==> src/verilog/mdc_pkg.sv <==
// Shared constants, types and mode decoding for the multifunction delay counter block.
package mdc_pkg;
  localparam logic [9:0]  IDX_B_FUNC   = 10'h076;
  localparam logic [9:0]  IDX_B_CLK    = 10'h077;
  localparam logic [9:0]  IDX_C_FUNC   = 10'h078;
  localparam logic [9:0]  IDX_STATUS   = 10'h07F;
  localparam int          INV_BIT      = 4;
  localparam int          SYNC_BIT     = 5;
  localparam int          DELAY_EDGE_DETECT_BIT     = 6;
  localparam int          INIT_LSB     = 7;
  localparam int          CFG_HI_BIT   = 9;
  localparam int          CFG_LO_LSB   = 4;
  localparam int          LUT_LSB      = 8;
  localparam logic [3:0]  RST_B_FUNC   = 4'h0;
  localparam logic [9:0]  RST_B_CLK    = 10'h000;
  localparam logic [15:0] RST_C_FUNC   = 16'h0000;
  localparam logic [7:0]  CNT_TOP      = 8'h0F;
  localparam logic [3:0]  CS_FAST      = 4'h0;
  localparam logic [3:0]  CS_FAST4     = 4'h1;
  localparam logic [3:0]  CS_SLOW      = 4'h6;
  localparam logic [3:0]  CS_SLOW8     = 4'h7;
  localparam logic [3:0]  CS_SLOW64    = 4'h8;
  localparam logic [3:0]  CS_SLOW512   = 4'h9;
  localparam logic [3:0]  CS_SLOW4K    = 4'hA;
  localparam logic [3:0]  CS_SLOW32K   = 4'hB;
  localparam logic [3:0]  CS_SLOW256K  = 4'hC;
  localparam logic [3:0]  CS_TERM_A    = 4'hD;
  localparam logic [3:0]  CS_EXT       = 4'hE;
  localparam logic [17:0] DIV8_MASK    = 18'h00007;
  localparam logic [17:0] DIV64_MASK   = 18'h0003F;
  localparam logic [17:0] DIV512_MASK  = 18'h001FF;
  localparam logic [17:0] DIV4K_MASK   = 18'h00FFF;
  localparam logic [17:0] DIV32K_MASK  = 18'h07FFF;
  localparam logic [17:0] DIV256K_MASK = 18'h3FFFF;
  localparam logic [4:0]  CFG_LUT      = 5'h00;
  localparam logic [4:0]  CFG_DFF      = 5'h10;
  localparam logic [4:0]  CFG_CNT      = 5'h04;
  localparam logic [4:0]  CFG_CNT_LUT  = 5'h08;
  localparam logic [4:0]  CFG_CNT_DFF  = 5'h18;

  typedef enum logic [2:0] {MDC_DELAY, MDC_ONESHOT, MDC_FREQ, MDC_DETECT, MDC_RESET} mdc_mode_t;
  typedef enum logic [1:0] {MDC_BOTH, MDC_FALL, MDC_RISE, MDC_LEVEL} mdc_edge_t;
  typedef struct packed {
    mdc_mode_t mode;
    mdc_edge_t edge_sel;
  } mdc_func_t;
  typedef struct packed {
    logic        psel;
    logic        penable;
    logic        pwrite;
    logic [11:0] paddr;
    logic [31:0] pwdata;
  } mdc_apb_req_t;
  typedef struct packed {
    logic [31:0] prdata;
    logic        pready;
    logic        pslverr;
  } mdc_apb_rsp_t;
  typedef struct packed {
    logic a;
    logic b;
    logic c;
  } mdc_matrix_t;

  function automatic mdc_func_t mdc_decode(input logic [3:0] code);
    mdc_func_t f;
    f = '{MDC_DETECT, MDC_BOTH};
    case (code)
      4'h0: f = '{MDC_DELAY, MDC_BOTH};
      4'h1: f = '{MDC_DELAY, MDC_FALL};
      4'h2: f = '{MDC_DELAY, MDC_RISE};
      4'h3: f = '{MDC_ONESHOT, MDC_BOTH};
      4'h4: f = '{MDC_ONESHOT, MDC_FALL};
      4'h5: f = '{MDC_ONESHOT, MDC_RISE};
      4'h6: f = '{MDC_FREQ, MDC_BOTH};
      4'h7: f = '{MDC_FREQ, MDC_FALL};
      4'h8: f = '{MDC_FREQ, MDC_RISE};
      4'h9: f = '{MDC_DETECT, MDC_BOTH};
      4'hA: f = '{MDC_DETECT, MDC_FALL};
      4'hB: f = '{MDC_DETECT, MDC_RISE};
      4'hC: f = '{MDC_RESET, MDC_BOTH};
      4'hD: f = '{MDC_RESET, MDC_FALL};
      4'hE: f = '{MDC_RESET, MDC_RISE};
      default: f = '{MDC_RESET, MDC_LEVEL};
    endcase
    return f;
  endfunction
endpackage

==> src/verilog/mdc_top.sv <==
// Two delay/counter channels with clock selection and macrocell C routing behind APB.
`timescale 1ns/1ps
module mdc_top (
  input  wire logic                 clk_sys,
  input  wire logic                 nrst,
  input  wire mdc_pkg::mdc_apb_req_t apb_req,
  output mdc_pkg::mdc_apb_rsp_t     apb_rsp,
  input  wire logic                 fast_osc_en,
  input  wire logic                 slow_osc_en,
  input  wire logic                 counter_a_terminal,
  input  wire logic                 external_count_clock,
  input  wire logic                 delay_input,
  input  wire mdc_pkg::mdc_matrix_t mcc_matrix,
  output logic                      counter_b_out,
  output logic                      mcc_out
);
  import mdc_pkg::*;

  mdc_apb_rsp_t rsp_r;
  logic [3:0]   b_func_r;
  logic [9:0]   b_clk_r;
  logic [15:0]  c_func_r;
  logic         init_ld_r;
  logic         b_out_r;
  logic         mcc_out_r;
  logic         dff_r;
  logic         mc_prev_r;
  logic         mb_prev_r;
  logic         ext_prev_r;
  logic [1:0]   fast4_r;
  logic [17:0]  pre_r;
  wire  [1:0]   ch_out;
  wire  [15:0]  ch_cnt;

  // APB decode; every access completes with one wait-free access phase.
  wire       setup   = apb_req.psel & ~apb_req.penable;
  wire [9:0] idx     = apb_req.paddr[11:2];
  wire       aligned = apb_req.paddr[1:0] == 2'h0;
  wire       hit_bf  = aligned & (idx == IDX_B_FUNC);
  wire       hit_bc  = aligned & (idx == IDX_B_CLK);
  wire       hit_cf  = aligned & (idx == IDX_C_FUNC);
  wire       hit_st  = aligned & (idx == IDX_STATUS);
  wire       mapped  = hit_bf | hit_bc | hit_cf | hit_st;
  wire       acc     = apb_req.psel & apb_req.penable & rsp_r.pready;
  wire       wr_ok   = acc & apb_req.pwrite & ~rsp_r.pslverr;
  wire       wr_bf   = wr_ok & hit_bf;
  wire       wr_bc   = wr_ok & hit_bc;
  wire       wr_cf   = wr_ok & hit_cf;
  wire [31:0] st_word = {13'h0000, ch_cnt, ch_out, mcc_out_r};
  wire [31:0] rd_data = hit_bf ? {28'h0000000, b_func_r} :
                        hit_bc ? {22'h000000, b_clk_r} :
                        hit_cf ? {16'h0000, c_func_r} :
                        hit_st ? st_word : 32'h00000000;

  always_ff @(posedge clk_sys or negedge nrst) begin
    if (!nrst) begin
      rsp_r <= '0;
    end else if (setup) begin
      rsp_r.pready  <= 1'b1;
      rsp_r.pslverr <= ~mapped;
      rsp_r.prdata  <= apb_req.pwrite ? 32'h00000000 : rd_data;
    end else begin
      rsp_r <= '0;
    end
  end

  always_ff @(posedge clk_sys or negedge nrst) begin
    if (!nrst) begin
      b_func_r  <= RST_B_FUNC;
      b_clk_r   <= RST_B_CLK;
      c_func_r  <= RST_C_FUNC;
      init_ld_r <= 1'b0;
    end else begin
      if (wr_bf) begin
        b_func_r <= apb_req.pwdata[3:0];
      end
      if (wr_bc) begin
        b_clk_r <= apb_req.pwdata[9:0];
      end
      if (wr_cf) begin
        c_func_r <= apb_req.pwdata[15:0];
      end
      init_ld_r <= wr_bc;
    end
  end

  // Configuration fields.
  wire [3:0] b_csel  = b_clk_r[3:0];
  wire       b_inv   = b_clk_r[INV_BIT];
  wire [1:0] c_init  = b_clk_r[INIT_LSB+1:INIT_LSB];
  wire [4:0] cfg     = {b_clk_r[CFG_HI_BIT], c_func_r[CFG_LO_LSB+3:CFG_LO_LSB]};
  wire [7:0] lut_tbl = c_func_r[LUT_LSB+7:LUT_LSB];

  // Clock taps: fast divided by four, slow through one prescaler.
  always_ff @(posedge clk_sys or negedge nrst) begin
    if (!nrst) begin
      fast4_r    <= 2'h0;
      pre_r      <= 18'h00000;
      ext_prev_r <= 1'b0;
    end else begin
      if (fast_osc_en) begin
        fast4_r <= fast4_r + 2'h1;
      end
      if (slow_osc_en) begin
        pre_r <= pre_r + 18'h00001;
      end
      ext_prev_r <= external_count_clock;
    end
  end

  wire fast4_tick = fast_osc_en & (fast4_r == 2'h3);
  wire s8_tick    = slow_osc_en & ((pre_r & DIV8_MASK) == DIV8_MASK);
  wire s64_tick   = slow_osc_en & ((pre_r & DIV64_MASK) == DIV64_MASK);
  wire s512_tick  = slow_osc_en & ((pre_r & DIV512_MASK) == DIV512_MASK);
  wire s4k_tick   = slow_osc_en & ((pre_r & DIV4K_MASK) == DIV4K_MASK);
  wire s32k_tick  = slow_osc_en & ((pre_r & DIV32K_MASK) == DIV32K_MASK);
  wire s256k_tick = slow_osc_en & ((pre_r & DIV256K_MASK) == DIV256K_MASK);
  wire ext_tick   = external_count_clock & ~ext_prev_r;

  // Counter B clock source; unused codes give no tick at all.
  wire tick_b = (b_csel == CS_FAST)     ? fast_osc_en :
                (b_csel == CS_FAST4)    ? fast4_tick :
                (b_csel == CS_SLOW)     ? slow_osc_en :
                (b_csel == CS_SLOW8)    ? s8_tick :
                (b_csel == CS_SLOW64)   ? s64_tick :
                (b_csel == CS_SLOW512)  ? s512_tick :
                (b_csel == CS_SLOW4K)   ? s4k_tick :
                (b_csel == CS_SLOW32K)  ? s32k_tick :
                (b_csel == CS_SLOW256K) ? s256k_tick :
                (b_csel == CS_TERM_A)   ? counter_a_terminal :
                (b_csel == CS_EXT)      ? ext_tick : 1'b0;

  // Macrocell C routing between the three matrix inputs.
  wire is_lut     = cfg == CFG_LUT;
  wire is_dff     = cfg == CFG_DFF;
  wire is_cnt     = cfg == CFG_CNT;
  wire is_cnt_lut = cfg == CFG_CNT_LUT;
  wire is_cnt_dff = cfg == CFG_CNT_DFF;
  wire cnt_used   = is_cnt | is_cnt_lut | is_cnt_dff;
  wire delay_input_c   = cnt_used ? mcc_matrix.a : 1'b0;
  wire lut_in2    = is_cnt_lut ? ch_out[1] : mcc_matrix.a;
  wire lut_y      = lut_tbl[{lut_in2, mcc_matrix.b, mcc_matrix.c}];
  wire dff_d      = is_cnt_dff ? ch_out[1] : mcc_matrix.a;
  wire mb_tick    = mcc_matrix.b & ~mb_prev_r;
  wire tick_c     = is_cnt ? mb_tick : fast_osc_en;
  wire mcc_nxt    = is_cnt ? ch_out[1] :
                    (is_lut | is_cnt_lut) ? lut_y :
                    (is_dff | is_cnt_dff) ? dff_r : 1'b0;

  // Flop with active-low reset from matrix B, clocked by matrix C rising.
  always_ff @(posedge clk_sys or negedge nrst) begin
    if (!nrst) begin
      dff_r     <= 1'b0;
      mc_prev_r <= 1'b0;
      mb_prev_r <= 1'b0;
    end else begin
      mc_prev_r <= mcc_matrix.c;
      mb_prev_r <= mcc_matrix.b;
      if (!mcc_matrix.b) begin
        dff_r <= 1'b0;
      end else if (mcc_matrix.c & ~mc_prev_r) begin
        dff_r <= dff_d;
      end
    end
  end

  // Per-channel controls: index 0 is counter B, index 1 is counter C.
  wire [1:0] in_raw  = {delay_input_c, delay_input};
  wire [1:0] tick    = {tick_c, tick_b};
  wire [1:0] sync_en = {1'b0, b_clk_r[SYNC_BIT]};
  wire [1:0] delay_edge_detect_en = {1'b0, b_clk_r[DELAY_EDGE_DETECT_BIT]};
  wire [1:0] init_ld = {init_ld_r & (c_init != 2'h0), 1'b0};
  wire [1:0] init_vl = {c_init[1], 1'b0};
  mdc_func_t fn [2];
  assign fn[0] = mdc_decode(b_func_r);
  assign fn[1] = mdc_decode(c_func_r[3:0]);

  genvar gi;
  generate
    for (gi = 0; gi < 2; gi++) begin : g_ch
      logic       s1_r;
      logic       s2_r;
      logic       prev_r;
      logic       busy_r;
      logic       out_r;
      logic [7:0] cnt_r;
      wire in_use = sync_en[gi] ? s2_r : in_raw[gi];
      wire rise   = in_use & ~prev_r;
      wire fall   = ~in_use & prev_r;
      wire trig   = (fn[gi].edge_sel == MDC_BOTH)  ? (rise | fall) :
                    (fn[gi].edge_sel == MDC_FALL)  ? fall :
                    (fn[gi].edge_sel == MDC_RISE)  ? rise : in_use;
      wire at_top = cnt_r == CNT_TOP;
      wire expire = tick[gi] & busy_r & at_top;
      wire run    = tick[gi] & busy_r & ~at_top;
      wire delay_edge_detect   = delay_edge_detect_en[gi];

      always_ff @(posedge clk_sys or negedge nrst) begin
        if (!nrst) begin
          s1_r <= 1'b0;
          s2_r <= 1'b0;
        end else begin
          s1_r <= in_raw[gi];
          s2_r <= s1_r;
        end
      end

      always_ff @(posedge clk_sys or negedge nrst) begin
        if (!nrst) begin
          prev_r <= 1'b0;
          busy_r <= 1'b0;
          out_r  <= 1'b0;
          cnt_r  <= 8'h00;
        end else begin
          prev_r <= in_use;
          case (fn[gi].mode)
            MDC_DELAY: begin
              if (trig) begin
                busy_r <= 1'b1;
                cnt_r  <= 8'h00;
              end else if (rise | fall) begin
                busy_r <= 1'b0;
                out_r  <= delay_edge_detect ? 1'b0 : in_use;
              end else if (expire) begin
                busy_r <= 1'b0;
                out_r  <= delay_edge_detect ? 1'b1 : in_use;
              end else begin
                if (run) begin
                  cnt_r <= cnt_r + 8'h01;
                end
                if (delay_edge_detect) begin
                  out_r <= 1'b0;
                end
              end
            end
            MDC_ONESHOT: begin
              if (trig) begin
                out_r  <= 1'b1;
                busy_r <= 1'b1;
                cnt_r  <= 8'h00;
              end else if (expire) begin
                out_r  <= 1'b0;
                busy_r <= 1'b0;
              end else if (run) begin
                cnt_r <= cnt_r + 8'h01;
              end
            end
            MDC_FREQ: begin
              if (trig) begin
                out_r  <= busy_r;
                busy_r <= 1'b1;
                cnt_r  <= 8'h00;
              end else if (expire) begin
                out_r  <= 1'b0;
                busy_r <= 1'b0;
              end else if (run) begin
                cnt_r <= cnt_r + 8'h01;
              end
            end
            MDC_DETECT: begin
              out_r <= trig;
            end
            MDC_RESET: begin
              busy_r <= 1'b0;
              if (trig) begin
                cnt_r <= 8'h00;
                out_r <= 1'b0;
              end else if (tick[gi]) begin
                cnt_r <= at_top ? 8'h00 : cnt_r + 8'h01;
                out_r <= at_top;
              end else begin
                out_r <= 1'b0;
              end
            end
            default: begin
              busy_r <= 1'b0;
            end
          endcase
          if (init_ld[gi]) begin
            out_r <= init_vl[gi];
          end
        end
      end

      assign ch_out[gi]          = out_r;
      assign ch_cnt[gi*8 +: 8]   = cnt_r;

    end
  endgenerate

  always_ff @(posedge clk_sys or negedge nrst) begin
    if (!nrst) begin
      b_out_r   <= 1'b0;
      mcc_out_r <= 1'b0;
    end else begin
      b_out_r   <= ch_out[0] ^ b_inv;
      mcc_out_r <= mcc_nxt;
    end
  end

  assign apb_rsp       = rsp_r;
  assign counter_b_out = b_out_r;
  assign mcc_out       = mcc_out_r;
endmodule // mdc_top
==> config.mk <==
export PLATFORM = sky130hd
export DESIGN_NAME = mdc_top
export DESIGN_NICKNAME = d
export VERILOG_FILES = /design/src/verilog/mdc_pkg.sv /design/src/verilog/mdc_top.sv
export SDC_FILE = /design/constraint.sdc
export NUM_CORES = 1
export LEC_CHECK = 0
export BUFFER_PORTS_ARGS = -buffer_cell sky130_fd_sc_hd__buf_4
export CAP_MARGIN = 30
export CORE_MARGIN = 3
export CORE_UTILIZATION = 51
export DETAILED_ROUTE_END_ITERATION = 6
export PLACE_DENSITY = 0.73
export SYNTH_ARGS = -nofsm -noshare
export SYNTH_HDL_FRONTEND = slang
export SYNTH_SLANG_ARGS = --single-unit
==> constraint.sdc <==
create_clock -name clk_sys -period 3 [get_ports clk_sys]
set_input_delay 0.3 -clock clk_sys [delete_from_list [all_inputs] [get_ports clk_sys]]
set_output_delay 0.3 -clock clk_sys [all_outputs]
set_load 0.05 [all_outputs]
==> results.txt, run 1 <==
The run finished with clean final reports. The critical path goes through ha_1 > and4_1 > and2_1 > ha_1 > nand3_1 > and2_1 > a211o_1 > a32oi_2 > a31oi_1 > o31a_1 > o31a_1. The filler cell count is 871.

The highest-delay cell along the critical path is sky130_fd_sc_hd__dfrtp_1. The total via count after detailed routing came out at 4338. Once placement finished, the instance area stood at a little over 6000 µm². The most repeated cell in the gate-level netlist after synthesis is sky130_fd_sc_hd__dfrtp_1. The peak per-stage delay on the critical path came out at 390 ps. The shortest clock period the worst path allows after layout came out at between 2000 and 3000 ps. In this run the critical register-to-register path is captured at g_ch[0].out_r. Summing every instance area after synthesis gives 5580 µm². The vertical die dimension came out at 111 µm. The worst hold slack is 39.9 ps. The worst hold path terminates at ext_prev_r. The register-to-register path setup slack is 170 ps.

Synthesis produced a netlist whose cell count is 537. The area growth from synthesis to final layout is 15.4%. The total global-route track usage came out at between 20% and 30%. For the worst-skew pair, the clock arrives at the later sink with an insertion delay of 390 ps.

The sum of negative setup slack is 0 ps. The wire length of the first global-routing pass came out at ~21000 µm. The class of the tightest hold or removal check is in -> reg. In this run, synthesis inferred 0 flip-flops with an integrated enable.

The fraction of final layout cells with drive strength greater than 1 came out at 21.6%. The endpoint class of the critical path is a flop. The count of H-tree levels built during CTS is 3. The die covers between 10000 and 15000 µm².

The number of antenna violations at the first check in global routing came out at 0. The final routed DRC violation total came out at 0. The number of antenna diodes in the final layout is 0. The routed wirelength normalized by instance count is 17.3 µm. The total number of clock tree sinks came out at 102. The portion of the clock cycle consumed by the worst path in the final layout came out at between 90% and 100%. Along the worst path, the maximum fanout reaches 6.

The number of buffers inserted during clock tree synthesis came out at 9. The buffering stage count on the worst path with inverters included came out at 0. Clock-pin slew was measured on the worst setup and hold paths at 80 ps.

The core region is 10500 µm². The top cell type's share of synthesized area is 45.8%. The first TritonRoute pass finished after 5 iterations. The number of buffers inserted by port buffering is between 60 and 70. The share of synthesized registers carrying an async set or reset is 100%. The setup fix buffers added after clock tree synthesis is 0. After synthesis, the cell types taking the most area are sky130_fd_sc_hd__dfrtp_1 (46%), sky130_fd_sc_hd__ha_1 (4.0%), sky130_fd_sc_hd__mux2_2 (4.0%). Setup repair after global routing left no endpoint under its margin. The design area is 6440 µm². The total overflow reported by the global router came out at 0. The number of primary I/O pins is 93.

The critical setup path kind is reg -> reg. The cell family with the largest share of critical-path delay is compound AO/OA/AOI/OAI gates. The starting density of the core is 53.3%. Once layout is complete, the utilization of the core stands at 61.5%. Setup violations remaining at the end of the flow were counted as 0. In this run the mean area of a mapped cell was 10.4 µm². The clock passes through at most 2 buffers. The data required time of the worst path came out at 3270 ps. Summing internal, switching and leakage power gives approximately 0.0029 W. For this run, the register share of the synthesized area comes to 45.8%. The worst hold path cell count came out at 1. The ratio of total power to cell area is 444 nW/µm². After floorplanning, the core was divided into 37 placement rows. The worst clock skew on the final layout came out at 19.2 ps. The horizontal die dimension is between 100 and 150 µm. The hold violation count in the final report came out at 0.

The number of nets at the end of the flow came out at 683. The maximum operating frequency is 0.353 GHz. Headroom to the max-slew limit came out at 59.3%. The final weighted congestion of routability-driven global placement is 0.864. The detailed router finished its first iteration with 221 violations. The worst reg2reg path startpoint is pre_r[0]. The maximum number of pins on one net before global-route repair came out at 81. The transition at the pin with the smallest max-transition slack came out at between 600 and 700 ps. The most used flip-flop cell after synthesis is sky130_fd_sc_hd__dfrtp_1. Yosys mapped the design onto about 70 distinct sky130hd cell types.

The number of violations of the max-capacitance limit came out at 0. In the synthesized netlist, the cells that appear most often are sky130_fd_sc_hd__dfrtp_1 (102), sky130_fd_sc_hd__nand2_1 (38), sky130_fd_sc_hd__o21ai_0 (33). The nature of the critical path startpoint is a flop.

The via count of the first global-routing pass is 4300. The analysis attributes to cell leakage a power of 3.06 nW. The depth of the most critical reg-to-reg path is 11.

The worst supply voltage drop on vdd came out at 391 µV. In this run the most critical hold path is launched from external_count_clock. TritonCTS built the clock tree. The synthesized flop and latch total is 102. After legalization and detailed placement, the total HPWL measured 9520 µm. The detail-routed via count per cell came out at ~5.8.

The count of synthesis-stage warnings from yosys came out at 0. The largest area contributor in the synthesized netlist is sky130_fd_sc_hd__dfrtp_1. Once detail routing completed, the nets flagged for antenna violations numbered 0. The total length of routed wires came out at between 10000 and 15000 µm. Clock tree synthesis selected as its root buffer the cell sky130_fd_sc_hd__clkbuf_8. The critical path data arrival time came out at 3100 ps. The number of pins with negative max-slew slack in the final report is 0.
-- registers in the layout, indices dropped and copies added, names as in the netlist, 2 cells and up --
name,cells
apb_rsp,21
b_clk_r,10
b_func_r,4
c_func_r,16
fast4_r,2
g_ch.busy_r,2
g_ch.cnt_r,16
g_ch.out_r,2
g_ch.prev_r,2
pre_r,18
-- power breakdown --
group | internal [W] | total (W) | switching (W) | leakage, nW
logic | 0.000164 | 0.000375 | 0.000211 | 1.60
registers | 0.00145 | 0.00152 | 0.0000664 | 1.34
clock network | 0.000508 | 0.000965 | 0.000457 | 0.111
-- per-stage QoR --
| step | cells | setup slack, ps |
|---|---|---|
| detailed placement | 731 | 217 |
| CTS | 745 | 202 |
| global placement | 731 | 297 |
| global route | 747 | 28.4 |
| floorplan | 549 | 516 |
| finish | 747 | 167 |
-- layout make-up --
class,instances,area [µm²],share of cell area (%)
multi-input cells,394,2810,43.6
flip-flops and latches,102,2550,39.7
repair buffers,76,593,9.21
well taps,136,170,2.64
clock buffers,11,151,2.35
inverters,25,93.8,1.46
clock inverters,3,68.8,1.07
-- cell usage in the layout, fill, tap and decap left out, types with 5 or more instances in the layout --
master	n
sky130_fd_sc_hd__nand2_1	38
sky130_fd_sc_hd__mux2_1	13
sky130_fd_sc_hd__o21ai_0	33
sky130_fd_sc_hd__mux4_2	5
sky130_fd_sc_hd__mux2i_1	10
sky130_fd_sc_hd__xor2_1	8
sky130_fd_sc_hd__ha_1	18
sky130_fd_sc_hd__xnor2_1	9
sky130_fd_sc_hd__mux2_2	20
sky130_fd_sc_hd__nand3_1	15
sky130_fd_sc_hd__buf_4	74
sky130_fd_sc_hd__o22ai_1	5
sky130_fd_sc_hd__and3_1	14
sky130_fd_sc_hd__nor2b_1	11
sky130_fd_sc_hd__inv_1	24
sky130_fd_sc_hd__and2_1	6
sky130_fd_sc_hd__clkbuf_8	11
sky130_fd_sc_hd__a22oi_1	8
sky130_fd_sc_hd__nand2b_1	9
sky130_fd_sc_hd__nor3_1	19
sky130_fd_sc_hd__nand4_1	8
sky130_fd_sc_hd__nor2_1	31
sky130_fd_sc_hd__a21oi_1	29
sky130_fd_sc_hd__dfrtp_1	102
sky130_fd_sc_hd__o31ai_1	10
sky130_fd_sc_hd__conb_1	13
-- logic make-up after synthesis --
kind of cell    count (synthesis)  share of synthesized area (%)
other cells                     1                         0.0672
compound gates                115                           13.2
fa+ha+maj                      18                           4.04
xor+xnor                       17                           2.67
mux                            50                           10.9
buf+inv                        53                           4.82
flops                         102                           45.8
simple gates                  181                           18.5
-- metal layers --
layer	up-vias	track usage, %	wire, µm
met5	-	0	0
met4	0	6.24	207
met3	13	5.86	824
met2	147	34.7	6190
met1	2134	29.0	5690
li1	2044	-	-
-- how the worst max path moves through the flow --
stage,start,to,slack (ps),cells past startpoint
4_1_cts,pre_r[0],g_ch[0].out_r,200,11
6_report,pre_r[0],g_ch[0].out_r,170,11
2_1_floorplan,pre_r[0],g_ch[0].out_r,520,11
5_1_grt,pre_r[0],g_ch[0].out_r,30,11
3_5_place_dp,pre_r[0],g_ch[0].out_r,220,11
3_3_place_gp,pre_r[0],g_ch[0].out_r,300,11
-- timing repair --
item | CTS | global route
endpoints found under the hold margin | 0 | 18
hold buffers | 0 | 1
gates resized for setup | 0 | 1
setup endpoints to repair | 0 | 2
No activity file was read; power rests on OpenSTA's default activity.
==> run 2, diff against run 1 <==
Settings changed: CORE_MARGIN 3 to default, PLACE_DENSITY 0.73 to 0.76.
Clock period 3 ns to 2.5 ns, I/O delays scaled along.
==> results.txt, run 2 (synthesis results as in run 1) <==
The design area is 7020 µm² (+9.1%). STA classifies the critical path startpoint as a flop. The area growth from synthesis to final layout came out at 25.9%. The register-to-register path setup slack is -70 ps (-230 ps).

The final reports fail on negative setup slack. The ratio of total power to cell area came out at 485 nW/µm² (+9.2%). The final weighted congestion of routability-driven global placement came to 0.852 (-1.4%). The core area came out at 10500 µm² (unchanged). The clock transition at the registers of the reported paths was 100 ps (+20 ps). The setup slack after layout came out at -66.1 ps (-233 ps). The total global-route track usage came out at 23.9% (+2.2 points). The data required time of the worst path is 2780 ps (-490 ps). The count of H-tree levels built during CTS is 3 (unchanged).

The shortest clock period the worst path allows after layout is 2570 ps (-267 ps). The worst clock skew on the final layout is 17.6 ps (-1.65 ps). The standard-cell row count came out at 37 (unchanged). The sum of negative setup slack came to -113 ps (-113 ps).

The total length of routed wires came out at 13400 µm (+3.8%). The starting DRC count in detailed routing is 227 (+2.7%). The starting density of the core came out at 53.3% (unchanged). The library cell used as clock root buffer is sky130_fd_sc_hd__clkbuf_8.

The fraction of final layout cells with drive strength greater than 1 is 31.7% (+10 points). The post-layout total power is 0.00341 W (+19%). The final core utilization is 67.1% (+5.6 points). The post-placement worst setup slack came to -123 ps (-340 ps).

The routed wirelength normalized by instance count is 16.8 µm (-2.9%). The flip-flop count of the largest register after layout was 21 (unchanged). The critical path ends at g_ch[0].out_r. The hold violation count in the final report is 0 (unchanged). The critical path data arrival time came to 2840 ps (-260 ps). The horizontal die dimension is 107 µm (-3.6%). The number of buffers inserted during clock tree synthesis came out at 9 (unchanged). The number of primary I/O pins came out at 93 (unchanged). The detail-routed via count per cell came out at 5.84 (+0.52%). The cell area after placement came out at 6450 µm² (+4.5%). The wire length of the first global-routing pass is 21200 µm (-1.3%). The headroom to the max-slew limit is 64.1% (+4.8 points).

The number of nets at the end of the flow is 733 (+7.3%). The flow ran to the end, but the final reports show violations. The maximum count of clock buffers along a single path came out at 2 (unchanged). The portion of the clock cycle consumed by the worst path in the final layout came to 103% (+8.2 points).

The most common cell after layout, fill and taps aside is sky130_fd_sc_hd__buf_4. The total via count after detailed routing came to 4664 (+7.5%). The class of the tightest hold or removal check is in -> reg.

The highest-delay cell along the critical path is sky130_fd_sc_hd__mux4_2. The count of nets left with antenna violations after detail routing is 0 (unchanged). The biggest fanout along the worst timing path is 5 (-1). The CTS tree is yes. The worst setup path is captured at a flop.

The number of antenna violations at the first check in global routing is 0 (unchanged). Setup repair after global routing could not meet its margin everywhere. The placed wire-length estimate came to 9480 µm (-0.48%). The die area was 11400 µm² (-7.1%). The clock latency on the worst-skew pair is 390 ps (about the same).

The maximum operating frequency was 0.390 GHz (+10%). The number of violations of the max-capacitance limit is 0 (unchanged). The source of the critical timing path is b_func_r[0].

The peak per-stage delay on the critical path came to 530 ps (+140 ps). The setup violation total in the final timing report is 5 (+5). The number of antenna repair diodes came out at 0 (unchanged). The detailed-router iteration count before antenna repair is 5 (unchanged). In this run the critical register-to-register path is launched from b_func_r[0]. The worst supply voltage drop on vdd came out at 512 µV (+31%). The number of pins with negative max-slew slack in the final report was 0 (unchanged). The maximum number of pins on one net before global-route repair is 44 (-46%).

Walking the worst path, the cells encountered are inv_2 > ha_4 > inv_2 > mux4_2 > mux2i_4 > mux2i_4 > buf_4 > a31oi_1 > o31a_1 > o31a_1. The filler cell count was 787 (-9.6%). The transition at the pin with the smallest max-transition slack was 535 ps (-71.1 ps). The vertical die dimension is 107 µm (-3.6%). The depth of the most critical reg-to-reg path came to 10 (-1). The final routed DRC violation total was 0 (unchanged).

In the layout the commonest cells are sky130_fd_sc_hd__buf_4 (113), sky130_fd_sc_hd__dfrtp_1 (101), sky130_fd_sc_hd__nand2_1 (38), sky130_fd_sc_hd__o21ai_0 (30), sky130_fd_sc_hd__nor2_1 (28). The number of buffers inserted by port buffering came out at 63 (unchanged). The total overflow reported by the global router was 0 (unchanged). The via count of the first global-routing pass is 4426 (+2.9%). The total number of clock tree sinks came out at 102 (unchanged). The worst reg2reg path endpoint is g_ch[0].out_r.

The critical path is of the reg -> reg type. The leakage power is 3.31 nW (+8.2%).
## run 2: area by class of cell
type                    instances  area [µm²]  area share, %
multi-input cells             395        3020           43.1
flip-flops and latches        102        2550           36.4
repair buffers                125         995           14.2
well taps                     136         170           2.42
clock buffers                   9         124           1.76
inverters                      25        93.8           1.34
clock inverters                 7        61.3          0.873
## run 2: what timing repair did
action,in CTS,in global routing
pin swaps,11,11
endpoints found under the hold margin,36,0
setup buffers,4,8
setup endpoints to repair,14,18
cloned,0,1
resized for setup,18,33
hold buffers,5,0
## run 2: critical path: cells and delay by family (launching register included)
| family | cells | cell delay, ps |
|---|---|---|
| AOI/OAI and AO/OA | 3 | 450 |
| adders and majority gates | 1 | 270 |
| buffers and inverters | 3 | 290 |
| DFF | 1 | 400 |
| muxes | 3 | 1050 |
## run 2: report_power, final
group | leakage (nW) | switching (W) | internal, W | total, W
Combinational | 1.87 | 0.000303 | 0.000282 | 0.000584
Sequential | 1.34 | 0.0000662 | 0.00174 | 0.00181
Clock | 0.0945 | 0.000627 | 0.000385 | 0.00101
## run 2: worst min-delay path by stage
stage,startpoint,to,slack [ps],cells after the start
floorplan,nrst,apb_rsp[0],-50,0
global placement,nrst,b_clk_r[6],220,1
detailed placement,nrst,b_clk_r[6],230,1
CTS,apb_req[45],apb_rsp[1],30,2
global route,apb_req[11],c_func_r[11],50,2
finish,apb_req[45],apb_rsp[1],50,2
## run 2: through the flow
stage | hold WS (ps) | instances
4_1_cts | 28.7 | 790
2_1_floorplan | -45.6 | 549
5_1_grt | 51.2 | 799
3_5_place_dp | 233 | 765
6_report | 49.9 | 799
3_3_place_gp | 219 | 765
## run 2: per-layer routing
| metal | track usage, % | up-vias | share of wire, % | routed length (µm) |
|---|---|---|---|---|
| li1 | - | 2166 | - | - |
| met1 | 30.8 | 2287 | 43 | 5710 |
| met2 | 39.8 | 185 | 49 | 6600 |
| met3 | 5.84 | 26 | 6.4 | 860 |
| met4 | 7.34 | 0 | 1.8 | 240 |
| met5 | 0 | - | 0 | 0 |
==> run 3, diff against run 2 <==
Settings changed: HOLD_SLACK_MARGIN from default to 0.15.
==> results.txt, run 3 (synthesis results as in run 1) <==
The via count of the first global-routing pass is 4527 (+2.3%). The library cell used as clock root buffer is sky130_fd_sc_hd__clkbuf_8. The final core utilization came out at 69.0% (+1.9 points). The number of pins with negative max-slew slack in the final report is 0 (unchanged).

The flip-flop count of the largest register after layout came to 21 (unchanged). The part of the total power dissipated in sequential elements came to 52.7% (-0.4 points). The worst hold slack came to 244 ps (+194 ps). The number of primary I/O pins came to 93 (unchanged).

The maximum number of pins on one net before global-route repair is 44 (unchanged). In this run the worst setup path begins at b_func_r[1]. The vertical die dimension was 107 µm (unchanged). The headroom to the max-slew limit is 64.3% (+0.22 points).

The die area came to 11400 µm² (unchanged). In this run the worst setup path terminates at g_ch[0].out_r. The core area came out at 10500 µm² (unchanged).

The transition at the pin with the smallest max-transition slack is 532 ps (-3.27 ps). The internal power component came out at 0.00243 W (+0.83%). The total overflow reported by the global router is 0 (unchanged). STA classifies the critical path startpoint as a flop. The starting density of the core is 53.3% (unchanged). The area growth from synthesis to final layout came out at 29.4%.

In this run the critical register-to-register path is captured at g_ch[0].out_r. The worst register-to-register path begins at b_func_r[1]. The critical path is of the reg -> reg type.

The flow ran to the end, but the final reports show violations. Setup repair after global routing could not meet its margin everywhere. The fraction of final layout cells with drive strength greater than 1 is 30.7% (-0.93 points). The horizontal die dimension is 107 µm (unchanged). The total number of clock tree sinks is 102 (unchanged). The sum of negative setup slack is -207 ps (-93.5 ps). The count of nets left with antenna violations after detail routing is 0 (unchanged).

The placed wire-length estimate came out at 9480 µm (unchanged). The total via count after detailed routing came to 4706 (+0.90%). The clock share of power is 29.5% (-0.2 points). The number of violations of the max-capacitance limit is 0 (unchanged).

The startpoint identified for the worst hold timing path is mcc_matrix[2]. The ratio of total power to cell area is 475 nW/µm² (-2.0%). The number of nets at the end of the flow is 753 (+2.7%). The total global-route track usage came out at 24.4% (+0.48 points). The number of buffers inserted by port buffering is 63 (unchanged). The worst supply voltage drop on vdd is 513 µV (+0.11%). The depth of the most critical reg-to-reg path came out at 11 (+1). The data required time of the worst path came out at 2780 ps (about the same). The combinational fraction of design power is 17.8% (+0.6 points). The count of H-tree levels built during CTS came to 3 (unchanged). The final routed DRC violation total came out at 0 (unchanged). The routed wirelength normalized by instance count was 16.7 µm (-0.46%).

The shortest clock period the worst path allows after layout came to 2580 ps (+15.1 ps). The number of antenna repair diodes is 0 (unchanged). The maximum operating frequency is 0.387 GHz (-0.58%). The wire length of the first global-routing pass came out at 21600 µm (+1.8%). The starting DRC count in detailed routing is 231 (+1.8%).

The maximum count of clock buffers along a single path came out at 2 (unchanged). The checks that failed: negative setup slack. The hold violation count in the final report is 0 (unchanged).

The detailed-router iteration count before antenna repair came out at 5 (unchanged). The number of buffers inserted during clock tree synthesis was 9 (unchanged). The post-placement worst setup slack is -123 ps (unchanged). The post-layout total power came out at 0.00343 W (+0.75%). The most common cell after layout, fill and taps aside is sky130_fd_sc_hd__buf_4. The portion of the clock cycle consumed by the worst path in the final layout is 103% (+0.60 points). The clock latency on the worst-skew pair came out at 390 ps (about the same). The total length of routed wires came out at 13700 µm (+2.0%). The setup slack after layout is -81.2 ps (-15.1 ps).

The register-to-register path setup slack came out at -80 ps (-20 ps). The worst setup path is captured at a flop. The biggest fanout along the worst timing path came to 5 (unchanged).

The clock transition at the registers of the reported paths came to 110 ps (about the same). The detail-routed via count per cell came to 5.75 (-1.6%). The critical path data arrival time came out at 2860 ps (+20 ps).

The leakage power is 3.39 nW (+2.6%). The number of antenna violations at the first check in global routing came to 0 (unchanged). The share of total power consumed by net switching is 29.2% (-0.060 points). The filler cell count came out at 753 (-4.3%).

In the layout the commonest cells are sky130_fd_sc_hd__buf_4 (113), sky130_fd_sc_hd__dfrtp_1 (101), sky130_fd_sc_hd__nand2_1 (38), sky130_fd_sc_hd__o21ai_0 (30), sky130_fd_sc_hd__nor2_1 (28). The worst clock skew on the final layout came out at 20.0 ps (+2.44 ps). TritonCTS built the clock tree. The class of the tightest hold or removal check is in -> reg.

The standard-cell row count came to 37 (unchanged). The power spent charging and discharging nets is 0.00100 W (+0.54%). The setup violation total in the final timing report is 6 (+1).

The final weighted congestion of routability-driven global placement came to 0.852 (unchanged).
run 3: through the flow:
| stage | instances | instance area (µm²) |
|---|---|---|
| finish | 819 | 7220 |
| global route | 819 | 7220 |
| CTS | 810 | 7010 |
| detailed placement | 765 | 6450 |
| global placement | 765 | 6450 |
| floorplan | 549 | 5620 |
run 3: worst min-delay path by stage:
| stage | endpoint | cells after the start |
|---|---|---|
| floorplan | apb_rsp[0] | 0 |
| detailed placement | b_clk_r[6] | 1 |
| global placement | b_clk_r[6] | 1 |
| global route | apb_rsp[17] | 3 |
| finish | dff_r | 4 |
| CTS | apb_rsp[17] | 3 |
run 3: cell type report:
cell class | instances | area [µm²] | area share (%)
Clock buffer | 9 | 124 | 1.72
Timing Repair Buffer | 145 | 1190 | 16.5
Inverter | 25 | 93.8 | 1.30
Tap cell | 136 | 170 | 2.36
Sequential cell | 102 | 2550 | 35.4
Clock inverter | 7 | 61.3 | 0.849
Multi-Input combinational cell | 395 | 3020 | 41.9
run 3: metal layers:
metal / share of wire, % / GRT usage, % / vias to the layer above
met1: 42 / 31.0 / 2308
met4: 1.9 / 7.34 / 0
met3: 5.7 / 5.71 / 28
met2: 50 / 41.2 / 166
met5: 0 / 0 / -
li1: - / - / 2204
run 3: critical path, cell delays in order, from the launching register on:
cell and delay, ps:
sky130_fd_sc_hd__dfrtp_1 390, sky130_fd_sc_hd__inv_1 140, sky130_fd_sc_hd__ha_4 230, sky130_fd_sc_hd__buf_4 130
sky130_fd_sc_hd__buf_4 130, sky130_fd_sc_hd__o211ai_1 180, sky130_fd_sc_hd__o21ai_0 160, sky130_fd_sc_hd__buf_4 190
sky130_fd_sc_hd__mux2i_4 220, sky130_fd_sc_hd__buf_4 160, sky130_fd_sc_hd__o31a_1 280, sky130_fd_sc_hd__o31a_1 270
run 3: power by group through the flow:
stage | Sequential [W] | Clock (W) | Combinational, W
after floorplan | 0.00185 | 0 | 0.000275
after global placement | 0.00183 | 0 | 0.000500
after detailed placement | 0.00184 | 0 | 0.000526
after CTS | 0.00181 | 0.00103 | 0.000591
after global routing | 0.00182 | 0.00111 | 0.000679
final | 0.00181 | 0.00101 | 0.000610
run 3: what timing repair did:
item / 4_1_cts / 5_1_grt
endpoints found under the hold margin: 70 / 0
pin swaps: 11 / 11
hold buffers: 25 / 0
gates cloned: 0 / 1
setup endpoints to repair: 14 / 18
resized for setup: 18 / 33
setup buffers: 4 / 8
